[config.mk]
export PLATFORM = sky130hd
export DESIGN_NAME = interrupt_pending_active_logic
export DESIGN_NICKNAME = d
export VERILOG_FILES = /design/src/irq_pend_pkg.sv /design/src/irq_flag_if.sv /design/src/irq_flag_bank.sv /design/src/interrupt_pending_active_logic.sv
export SDC_FILE = /design/constraint.sdc
export NUM_CORES = 1
export LEC_CHECK = 0
export BUFFER_PORTS_ARGS = -buffer_cell sky130_fd_sc_hd__buf_4
export CAP_MARGIN = 10
export CORE_MARGIN = 2
export CORE_UTILIZATION = 48
export CTS_BUF_LIST = sky130_fd_sc_hd__clkbuf_16
export DETAILED_ROUTE_END_ITERATION = 8
export PLACE_DENSITY = 0.8
export SETUP_SLACK_MARGIN = 0.3
export SLEW_MARGIN = 30
export SYNTH_ARGS = -nofsm -noshare
export SYNTH_HDL_FRONTEND = slang
export SYNTH_SLANG_ARGS = --single-unit
[constraint.sdc]
create_clock -name clk -period 2.3 [get_ports clk]
set_input_delay 0.46 -clock clk [delete_from_list [all_inputs] [get_ports clk]]
set_output_delay 0.46 -clock clk [all_outputs]
set_load 0.01 [all_outputs]
[src/irq_pend_pkg.sv]
// constants for the pending / active flag block: register map, source layout, event bits.
// assumes a 12-bit byte address on the register port and 32-bit data.
package irq_pend_pkg;

  localparam int unsigned NUM_SRC = 39;
  localparam int unsigned ID_W = 6;
  localparam int unsigned ADDR_W = 12;
  localparam int unsigned DATA_W = 32;

  // implemented sources: 2, 3, 12, 14, 16..38
  localparam logic [NUM_SRC-1:0] SRC_IMPL_MASK = 39'h7f_ffff_500c;

  // register offsets
  localparam logic [ADDR_W-1:0] OFF_PEND_SET_LOWER = 12'h200;
  localparam logic [ADDR_W-1:0] OFF_PEND_SET_UPPER = 12'h204;
  localparam logic [ADDR_W-1:0] OFF_PEND_CLEAR_LOWER = 12'h280;
  localparam logic [ADDR_W-1:0] OFF_PEND_CLEAR_UPPER = 12'h284;
  localparam logic [ADDR_W-1:0] OFF_ACTIVE_STATUS_LOWER = 12'h300;
  localparam logic [ADDR_W-1:0] OFF_ACTIVE_STATUS_UPPER = 12'h304;
  localparam logic [ADDR_W-1:0] OFF_EVENT_STATUS = 12'h380;
  localparam logic [ADDR_W-1:0] OFF_EVENT_MASK = 12'h384;

  // field positions
  localparam int unsigned UPPER_LSB = 32;
  localparam int unsigned UPPER_W = 7;
  localparam int unsigned HI16_LSB = 16;
  localparam int unsigned SRC_12 = 12;
  localparam int unsigned SRC_14 = 14;
  localparam int unsigned LO2_LSB = 2;

  // event status bits
  localparam int unsigned EV_W = 4;
  localparam int unsigned EV_TAKE = 0;
  localparam int unsigned EV_RETIRE = 1;
  localparam int unsigned EV_RET_STRAY = 2;
  localparam int unsigned EV_SW_SET = 3;

  // reset values
  localparam logic [NUM_SRC-1:0] FLAGS_RST = 39'h00_0000_0000;
  localparam logic [EV_W-1:0] EV_RST = 4'h0;
  localparam logic [DATA_W-1:0] RDATA_RST = 32'h0000_0000;

endpackage

[src/irq_flag_if.sv]
// carrier between the register front end and the flag bank.
// assumes one clock domain; the bank owns the flag state.
`timescale 1ns/1ps
`default_nettype none
interface irq_flag_if #(
  parameter int unsigned W = 39
);
  logic [W-1:0] set_vec;
  logic [W-1:0] clr_vec;
  logic [W-1:0] take_vec;
  logic [W-1:0] ret_vec;
  logic [W-1:0] pend_vec;
  logic [W-1:0] act_vec;

  modport ctrl (output set_vec, output clr_vec, output take_vec, output ret_vec, input pend_vec, input act_vec);
  modport bank (input set_vec, input clr_vec, input take_vec, input ret_vec, output pend_vec, output act_vec);
endinterface
`default_nettype wire

[src/irq_flag_bank.sv]
// pending and active flags, one pair per source, only where implemented.
// assumes set/clear/take/retire vectors are single-cycle and already masked.
`timescale 1ns/1ps
`default_nettype none
module irq_flag_bank #(
  parameter int unsigned W = 39,
  parameter logic [W-1:0] IMPL = '1,
  parameter logic [W-1:0] RST = '0
) (
  input wire logic clk,
  input wire logic rst_n,
  irq_flag_if.bank fl
);
  logic [W-1:0] pend_q;
  logic [W-1:0] pend_d;
  logic [W-1:0] act_q;
  logic [W-1:0] act_d;

  // a software set beats any clear, including the one from acceptance
  assign pend_d = ((pend_q & ~fl.clr_vec & ~fl.take_vec) | fl.set_vec) & IMPL;
  // acceptance beats retirement so a re-entered source stays active
  assign act_d = ((act_q & ~fl.ret_vec) | fl.take_vec) & IMPL;

  always_ff @(posedge clk) begin
    if (!rst_n) begin
      pend_q <= RST;
      act_q <= RST;
    end else begin
      pend_q <= pend_d;
      act_q <= act_d;
    end
  end

  assign fl.pend_vec = pend_q;
  assign fl.act_vec = act_q;
endmodule
`default_nettype wire

[src/interrupt_pending_active_logic.sv]
// pending / in-service flag logic of the fast interrupt controller, with register port and event irq.
// assumes a synchronous register master (one-cycle strobes) and a core that
// reports acceptance and return with a source number.
//
// Contract
// - ones in bits 31..16 of the low set register make sources 16..31 pending.
// - ones in bits 14 and 12 of the low set register pend sources 14, 12.
// - ones in bits 3 and 2 of the low set register pend sources 3, 2.
// - bits 6..0 of the high set register pend sources 32..38; zeros ignored.
// - ones in bits 31..16 of the low clear register unpend sources 16..31.
// - ones in bits 12 and 14 of the low clear register unpend sources 12, 14.
// - ones in bits 2 and 3 of the low clear register unpend sources 2, 3.
// - bits 6..0 of the high clear register unpend sources 32..38; zeros ignored.
// - low active register bits 31..16 show sources 16..31 in service, read only.
// - low active register bits 14 and 12 show sources 14, 12 in service.
// - low active register bits 3 and 2 show sources 3, 2 in service.
// - high active register bits 6..0 show sources 32..38 in service.
//
// Chosen here: strobed register access.
`timescale 1ns/1ps
`default_nettype none
module interrupt_pending_active_logic (
  input wire logic clk,
  input wire logic rst_n,
  input wire logic [irq_pend_pkg::ADDR_W-1:0] addr,
  input wire logic [irq_pend_pkg::DATA_W-1:0] wdata,
  input wire logic wr_en,
  input wire logic rd_en,
  output logic [irq_pend_pkg::DATA_W-1:0] rdata,
  input wire logic take_valid,
  input wire logic [irq_pend_pkg::ID_W-1:0] take_id,
  input wire logic ret_valid,
  input wire logic [irq_pend_pkg::ID_W-1:0] ret_id,
  output logic [irq_pend_pkg::NUM_SRC-1:0] pending,
  output logic [irq_pend_pkg::NUM_SRC-1:0] active,
  output logic irq
);
  import irq_pend_pkg::*;

  irq_flag_if #(.W(NUM_SRC)) fl ();

  ////////////////////////////////////////////////////////////////////////////
  // address decode

  logic hit_set_lo;
  logic hit_set_hi;
  logic hit_clr_lo;
  logic hit_clr_hi;
  logic hit_act_lo;
  logic hit_act_hi;
  logic hit_ev_st;
  logic hit_ev_mask;

  assign hit_set_lo = (addr == OFF_PEND_SET_LOWER);
  assign hit_set_hi = (addr == OFF_PEND_SET_UPPER);
  assign hit_clr_lo = (addr == OFF_PEND_CLEAR_LOWER);
  assign hit_clr_hi = (addr == OFF_PEND_CLEAR_UPPER);
  assign hit_act_lo = (addr == OFF_ACTIVE_STATUS_LOWER);
  assign hit_act_hi = (addr == OFF_ACTIVE_STATUS_UPPER);
  assign hit_ev_st = (addr == OFF_EVENT_STATUS);
  assign hit_ev_mask = (addr == OFF_EVENT_MASK);

  logic wr_set_lo;
  logic wr_set_hi;
  logic wr_clr_lo;
  logic wr_clr_hi;
  logic wr_ev_st;
  logic wr_ev_mask;

  assign wr_set_lo = wr_en & hit_set_lo;
  assign wr_set_hi = wr_en & hit_set_hi;
  assign wr_clr_lo = wr_en & hit_clr_lo;
  assign wr_clr_hi = wr_en & hit_clr_hi;
  assign wr_ev_st = wr_en & hit_ev_st;
  assign wr_ev_mask = wr_en & hit_ev_mask;

  ////////////////////////////////////////////////////////////////////////////
  // software set / clear vectors, field by field

  logic [NUM_SRC-1:0] sw_set;
  logic [NUM_SRC-1:0] sw_clr;
  logic [15:0] set_hi16;
  logic set_12;
  logic set_14;
  logic [1:0] set_lo2;
  logic [UPPER_W-1:0] set_upper;
  logic [15:0] clr_hi16;
  logic clr_12;
  logic clr_14;
  logic [1:0] clr_lo2;
  logic [UPPER_W-1:0] clr_upper;

  // zero bits fall out of the or-in, so they leave the flags alone
  assign set_hi16 = wr_set_lo ? wdata[HI16_LSB +: 16] : 16'h0000;
  assign set_14 = wr_set_lo & wdata[SRC_14];
  assign set_12 = wr_set_lo & wdata[SRC_12];
  assign set_lo2 = wr_set_lo ? wdata[LO2_LSB +: 2] : 2'h0;
  assign set_upper = wr_set_hi ? wdata[UPPER_W-1:0] : 7'h00;

  assign clr_hi16 = wr_clr_lo ? wdata[HI16_LSB +: 16] : 16'h0000;
  assign clr_14 = wr_clr_lo & wdata[SRC_14];
  assign clr_12 = wr_clr_lo & wdata[SRC_12];
  assign clr_lo2 = wr_clr_lo ? wdata[LO2_LSB +: 2] : 2'h0;
  assign clr_upper = wr_clr_hi ? wdata[UPPER_W-1:0] : 7'h00;

  // reserved and unimplemented positions never reach the bank
  assign sw_set = {set_upper, set_hi16, 1'b0, set_14, 1'b0, set_12, 8'h00, set_lo2, 2'b00}
                  & SRC_IMPL_MASK;
  assign sw_clr = {clr_upper, clr_hi16, 1'b0, clr_14, 1'b0, clr_12, 8'h00, clr_lo2, 2'b00}
                  & SRC_IMPL_MASK;

  ////////////////////////////////////////////////////////////////////////////
  // core acceptance and return

  logic [NUM_SRC-1:0] take_1hot;
  logic [NUM_SRC-1:0] ret_1hot;
  logic take_ok;
  logic ret_hit;

  // out-of-range numbers shift past the top and vanish
  assign take_1hot = take_valid ? (NUM_SRC'(1) << take_id) & SRC_IMPL_MASK : '0;
  assign ret_1hot = ret_valid ? (NUM_SRC'(1) << ret_id) & SRC_IMPL_MASK : '0;
  assign take_ok = |take_1hot;
  // a return for a source that is not in service is flagged, not acted on
  assign ret_hit = |(ret_1hot & fl.act_vec);

  ////////////////////////////////////////////////////////////////////////////
  // flag bank

  assign fl.set_vec = sw_set;
  assign fl.clr_vec = sw_clr;
  assign fl.take_vec = take_1hot;
  assign fl.ret_vec = ret_1hot;

  irq_flag_bank #(
    .W(NUM_SRC),
    .IMPL(SRC_IMPL_MASK),
    .RST(FLAGS_RST)
  ) u_bank (
    .clk(clk),
    .rst_n(rst_n),
    .fl(fl.bank)
  );

  ////////////////////////////////////////////////////////////////////////////
  // events, mask, interrupt line

  logic [EV_W-1:0] ev_hit;
  logic [EV_W-1:0] ev_st_q;
  logic [EV_W-1:0] ev_st_d;
  logic [EV_W-1:0] ev_mask_q;
  logic [EV_W-1:0] ev_mask_d;
  logic irq_q;
  logic irq_d;

  assign ev_hit[EV_TAKE] = take_ok;
  assign ev_hit[EV_RETIRE] = ret_hit;
  assign ev_hit[EV_RET_STRAY] = ret_valid & ~ret_hit;
  assign ev_hit[EV_SW_SET] = |sw_set;

  // write-one-to-clear, but a new event in the same cycle survives
  assign ev_st_d = (ev_st_q & ~(wr_ev_st ? wdata[EV_W-1:0] : EV_RST)) | ev_hit;
  assign ev_mask_d = wr_ev_mask ? wdata[EV_W-1:0] : ev_mask_q;
  // registered from the next status and mask, so the line changes in the same cycle as the status bit
  assign irq_d = |(ev_st_d & ev_mask_d);

  always_ff @(posedge clk) begin
    if (!rst_n) begin
      ev_st_q <= EV_RST;
      ev_mask_q <= EV_RST;
      irq_q <= 1'b0;
    end else begin
      ev_st_q <= ev_st_d;
      ev_mask_q <= ev_mask_d;
      irq_q <= irq_d;
    end
  end

  ////////////////////////////////////////////////////////////////////////////
  // read path

  logic [DATA_W-1:0] act_lo_word;
  logic [DATA_W-1:0] act_hi_word;
  logic [DATA_W-1:0] rd_mux;
  logic [DATA_W-1:0] rdata_q;
  logic [DATA_W-1:0] rdata_d;

  assign act_lo_word[HI16_LSB +: 16] = fl.act_vec[HI16_LSB +: 16];
  assign act_lo_word[15] = 1'b0;
  assign act_lo_word[SRC_14] = fl.act_vec[SRC_14];
  assign act_lo_word[13] = 1'b0;
  assign act_lo_word[SRC_12] = fl.act_vec[SRC_12];
  assign act_lo_word[11:4] = 8'h00;
  assign act_lo_word[LO2_LSB +: 2] = fl.act_vec[LO2_LSB +: 2];
  assign act_lo_word[1:0] = 2'b00;
  assign act_hi_word = {25'h000_0000, fl.act_vec[UPPER_LSB +: UPPER_W]};

  // write-only set/clear registers and unmapped addresses all read zero
  assign rd_mux = hit_act_lo ? act_lo_word :
                  hit_act_hi ? act_hi_word :
                  hit_ev_st ? {28'h000_0000, ev_st_q} :
                  hit_ev_mask ? {28'h000_0000, ev_mask_q} :
                  RDATA_RST;
  // data stand only in the cycle after the strobe
  assign rdata_d = rd_en ? rd_mux : RDATA_RST;

  always_ff @(posedge clk) begin
    if (!rst_n) begin
      rdata_q <= RDATA_RST;
    end else begin
      rdata_q <= rdata_d;
    end
  end

  ////////////////////////////////////////////////////////////////////////////
  // outputs

  assign rdata = rdata_q;
  assign pending = fl.pend_vec;
  assign active = fl.act_vec;
  assign irq = irq_q;

endmodule
`default_nettype wire

# Yosys cells after proc, flatten, opt, wreduce, memory -nomap -nowiden

Index checks and enable logic that the tools add are counted.

Eq/ne operators: 8
Shift operators: 2
Muxes and demuxes: 14
Bitwise logic cells: 27
Reductions and logical operators: 7

Operators with widths:

| kind                                                                | count |
|---|---|
| 39-bit AND                                                          | 4 |
| 39-bit NOT                                                          | 3 |
| 12-bit by 10-bit == test with 1-bit output (second input constant)  | 8 |
| 39-bit two-way mux                                                  | 2 |
| 39-bit OR                                                           | 2 |
| 39-bit OR reduction                                                 | 2 |
| 1-bit by 6-bit left shift with 39-bit output (first input constant) | 2 |
| 16-bit two-way mux                                                  | 2 |
| 32-bit two-way mux                                                  | 1 |
| 27-bit OR reduction                                                 | 1 |
| 7-bit two-way mux                                                   | 3 |
| 4-bit two-way mux                                                   | 4 |
| 1-bit AND                                                           | 11 |
| 4-bit AND                                                           | 2 |
| 5-bit OR reduction                                                  | 1 |
| 2-bit two-way mux                                                   | 2 |
| 4-bit NOT                                                           | 1 |
| 4-bit OR                                                            | 1 |
| 4-bit OR reduction                                                  | 1 |
| 1-bit NOT                                                           | 3 |
| 3-bit OR reduction                                                  | 1 |
| 2-bit AND reduction                                                 | 1 |

Register bits: 119
Input bits: 62
Output and inout port bits: 111

# Logic depth before layout (Yosys ltp)

Depth in word-level cells: 9
Gate-level depth with buffers: 8

# Hierarchy

A second synthesis with hierarchy kept.

Cell total of the unflattened synthesis: 548
Area, all modules: 4687.0 sq um

By module, submodules not included:

| module                         | instances | cells an instance | area an instance (sq um) |
|---|---|---|---|
| interrupt_pending_active_logic | 1         | 355               | 2581.2 |
| irq_flag_bank                  | 1         | 193               | 2105.8 |

# Worst setup path before layout

No wires, ideal clock.

Path kind: in2reg
Start point: in ret_id[3] in the netlist's numbering
End point: reg irq_q, in the netlist irq
Setup time: 130 ps
Data arrival time: 1989 ps
Path slack: 181 ps
Cell stages on the path: 6
Path through: or4b_1 -> or4b_1 -> o211ai_2 -> nor4_2 -> a22oi_2 -> o221ai_2

Word-level cells in the longest chain between the ends: 9

RTL lines:

| element                                          | line                                  | source |
|---|---|---|
| from (decl)                                      | interrupt_pending_active_logic.sv:33  | `input wire logic [irq_pend_pkg::ID_W-1:0] ret_id,` |
| 1-bit by 6-bit left shift with 39-bit output (*) | interrupt_pending_active_logic.sv:122 | `assign ret_1hot = ret_valid ? (NUM_SRC'(1) << ret_id) & SRC_IMPL_MASK : '0;` |
| 39-bit two-way mux (*)                           | interrupt_pending_active_logic.sv:122 |  |
| 39-bit AND (*)                                   | interrupt_pending_active_logic.sv:125 | `assign ret_hit = \|(ret_1hot & fl.act_vec);` |
| 39-bit OR reduction (*)                          | interrupt_pending_active_logic.sv:125 |  |
| 1-bit NOT                                        | interrupt_pending_active_logic.sv:158 | `assign ev_hit[EV_RET_STRAY] = ret_valid & ~ret_hit;` |
| 1-bit AND                                        | interrupt_pending_active_logic.sv:158 |  |
| 4-bit OR (*)                                     | interrupt_pending_active_logic.sv:162 | `assign ev_st_d = (ev_st_q & ~(wr_ev_st ? wdata[EV_W-1:0] : EV_RST)) \| ev_hit;` |
| 4-bit AND (*)                                    | interrupt_pending_active_logic.sv:165 | `assign irq_d = \|(ev_st_d & ev_mask_d);` |
| 4-bit OR reduction (*)                           | interrupt_pending_active_logic.sv:165 |  |
| to (signal assigned)                             | interrupt_pending_active_logic.sv:175 | `irq_q <= irq_d;` |
| to (decl)                                        | interrupt_pending_active_logic.sv:153 | `logic irq_q;` |

Every way passes the cells marked *; elsewhere a longest branch is shown, timed or not.
A chain may end at the register's enable or synchronous reset.

# Worst setup path in the final report

Ends and elaborated chain as after synthesis.

==> impl_summary.log <==
INFO  metric initial_antenna_violation_count = 0
INFO  metric vias_per_cell = 5.60
INFO  metric n_antenna_cell = 0
INFO  metric max_stage_delay = 550 ps
INFO  metric gr-total-overflow = 0
INFO  metric first_iter_violations = between 200 and 250
INFO  metric initial_core_util = 0.488
INFO  metric finalCritPeriodShare = 0.841
INFO  metric synth_top_flop_cell = sky130_fd_sc_hd__dfxtp_1
INFO  metric fmax = ~520 MHz
INFO  metric detail-route-antenna-nets = 0
INFO  metric final_hold_vio_count = 0
INFO  metric grt.busiest_layer = met2
INFO  metric synthDistinctLibCells = 52
INFO  metric synthArstFlopShare = 0
INFO  metric netlist_instances = 478
INFO  metric outcome = completed
INFO  metric setup_total_negative_slack = 0 ps
INFO  metric setup_slack_of_the_most_critical_reg_to_reg_path = ~420 ps
INFO  metric fin_worst_skew = 4.34 ps
INFO  metric data_arrival_at_the_endpoint_of_the_critical_path = between 2000 and 2500 ps
INFO  metric groute.layer.met2.usage = 0.401
INFO  metric detail_route.first_pass.iterations = 5
INFO  metric floorplan.core_area = between 8000 and 9000 um^2
INFO  metric die_height = 97.7 um
INFO  metric unrepaired_setup_endpoints_after_global_routing = yes
INFO  metric cts_tree = done
INFO  metric final.hold.worst_slack = 384 ps
INFO  metric clock_latency = about 340 ps
INFO  metric worst-endpoint-required = 2510 ps
INFO  metric tightest_pin_transition = about 570 ps
INFO  metric drc = 0
INFO  metric reg_to_reg_startpoint = u_bank.fl.act_vec[23]
INFO  metric hold_end = u_bank.fl.pend_vec[26]
INFO  metric totalWireLength = approximately 12000 um
INFO  metric ioPinCount = between 150 and 200
INFO  metric dieArea = between 9000 and 10000 um^2
INFO  metric gp_congestion = approximately 0.85
INFO  metric cts_made_buffers = 9
INFO  metric worst_path_fanout_max = 3
INFO  metric ir_worst_vdd = 0.380 mV
INFO  metric avgSynthCellArea = ~8.8 um^2
INFO  metric detailed_place_hpwl = approximately 9000 um
INFO  metric cp_top_family = simple AND/OR/NAND/NOR gates
INFO  metric setup_violations = 0
INFO  metric synth_enable_flop_cells = 0
INFO  metric finalNetCount = between 600 and 700
INFO  metric ys_seq_elements = 88
INFO  metric worst_hold_path.num_cells = 3
INFO  metric grtUsageMet3 = 0.0544
INFO  metric p_per_area = around 600 nW/um^2
INFO  metric final_layout_size_suffix_gt1_frac = 0.291
INFO  metric yosys_warnings = 0
INFO  metric cts_setup_buffers = 0
INFO  metric clock-root-buffer = sky130_fd_sc_hd__clkbuf_16
INFO  metric floorplan.rows = 34
INFO  metric ff2ff_path_depth = 6
INFO  metric final_period_minus_worst_setup_slack = 1940 ps
INFO  metric number_of_max_slew_violations_in_the_final_report = 0
INFO  metric criticalPathCategory = input port to flip-flop
INFO  metric timing.critical_path.slowest_stage_cell = sky130_fd_sc_hd__or4b_4
INFO  metric clock_slew_at_reported_path_ffs = 70 ps
INFO  metric p_leak = approximately 2.3 nW
INFO  metric dpl-instance-area = 5240 um^2
INFO  metric yosysSeqAreaShare = 0.418
INFO  metric hold_path_class = input port to flip-flop
INFO  metric place.port_buffers = about 130
INFO  metric hold_start = wdata[26]
INFO  metric synth_area = roughly 4200 um^2
INFO  metric via_count_of_the_routed_design = between 4000 and 5000
INFO  metric max_cap_viol_count = 0
INFO  metric global_route_wire_length_before_repair = 18900 um
INFO  metric h_tree_lvls = 3
INFO  metric worst_setup_ep_type = flip-flop
INFO  metric post_cts_resize_count = 0
INFO  metric track_usage = 0.245
INFO  metric grt_pass1_vias = 3734
INFO  metric place_ws = between 15 and 20 ps
INFO  metric cts.sinks = 88
INFO  metric layout_overhead_on_the_synthesized_area = 31.4%
INFO  metric worstPathCellList = buf_4, or4b_4, or4b_1, o211ai_2, nor4_2, a22oi_2, o221ai_2
INFO  metric routed_length_per_placed_instance = around 17 um
INFO  metric fin_area = between 5000 and 6000 um^2
INFO  metric die_w = about 100 um
INFO  metric ctsHoldBuffers = 0
INFO  metric worst-path-buf-inv = 1
INFO  metric setup.worst_path.start_class = input port
INFO  metric final.setup.worst_slack = between 300 and 400 ps
INFO  metric global_route.usage.met1 = 0.325
INFO  metric r2r_end = irq
INFO  metric relSlewSlack = 0.619
INFO  metric clock_tree.buffer_depth = 2
INFO  metric grt_start_max_net_pins = 67
-- placed cells by master, fill, tap and decap left out, drive strengths merged, types with 11 or more instances in the layout --
cell    synthesis  layout
dfxtp          88      88
a32oi          28      28
a21boi         28      28
nand3          12      12
o21ai          30      30
nand2          71      71
conb            1      31
buf            36     145
nor2b          35      35
and2           24      24
nor4           11      11
-- per-layer routing --
metal,vias up,part of all wire
li1,1909,-
met1,1908,0.43
met2,190,0.48
met3,18,0.078
met4,0,0.014
met5,-,0
-- logic make-up (layout without fill, tap and decap cells) --
family	after synthesis	in the layout	synth area share
AND/OR/NAND/NOR	201	201	0.264
AO/OA/AOI/OAI	110	110	0.189
flip-flops	88	88	0.418
buffers and inverters	63	166	0.0851
multiplexers	15	15	0.0430
other	1	31	0.000889
-- synth_stat cells, drive strengths merged, types with 2 or more instances --
cell	count	area share
a21boi	28	0.050
a21oi	6	0.0071
a22o	2	0.0042
a22oi	5	0.010
a31oi	2	0.0030
a32oi	28	0.058
and2	24	0.036
and3	5	0.0074
and3b	2	0.0042
buf	36	0.061
clkbuf	22	0.020
dfxtp	88	0.42
inv	5	0.0045
mux2	5	0.013
mux2i	8	0.019
mux4	2	0.011
nand2	71	0.063
nand2b	4	0.0059
nand3	12	0.014
nand3b	3	0.0053
nand4	4	0.0059
nor2	9	0.0080
nor2b	35	0.052
nor3	3	0.0036
nor3b	2	0.0036
nor4	11	0.021
nor4b	3	0.0062
nor4bb	2	0.0047
o21ai	30	0.036
or3b	2	0.0042
or4	2	0.0036
or4b	2	0.0047
-- through the flow --
stage	std cells	power [mW]	utilization
finish	719	3.31	0.642
floorplan	508	1.74	-
detailed placement	703	1.83	0.607
global route	719	3.42	0.642
CTS	719	3.32	0.642
global placement	703	1.82	0.607
-- final cells by class --
class	instances	area, um^2
repair buffers	145	1100
well taps	108	135
clock inverters	7	77.6
flip-flops and latches	88	1760
multi-input cells	357	2220
inverters	5	18.8
fillers	722	3090
clock buffers	9	225
-- worst max path at each step --
stage,startpoint,endpoint,slack (ps),cells past startpoint
after floorplan,ret_id[3],irq,240,6
after global placement,ret_id[3],irq,50,7
after detailed placement,ret_id[3],irq,20,7
after CTS,ret_id[3],irq,370,7
after global routing,ret_id[3],irq,270,7
final,ret_id[3],irq,360,7
-- registers in the layout, summed over array words and instances, names as in the netlist --
| signal | flops |
|---|---|
| u_bank.fl.act_vec | 27 |
| u_bank.fl.pend_vec | 27 |
| rdata | 25 |
| ev_mask_q | 4 |
| ev_st_q | 4 |
| irq | 1 |
-- power by group --
part / internal (mW) / total (mW) / switching [mW]
Sequential: 1.53 / 1.54 / 0.00615
Clock: 0.858 / 1.51 / 0.652
Combinational: 0.116 / 0.267 / 0.151
Total: 2.50 / 3.31 / 0.809
-- worst min-delay path, stage by stage --
cell and delay, ps:
sky130_fd_sc_hd__buf_4 90, sky130_fd_sc_hd__a32oi_1 50, sky130_fd_sc_hd__nor2b_1 90
Note: power is estimated with default switching activity, not from simulation.
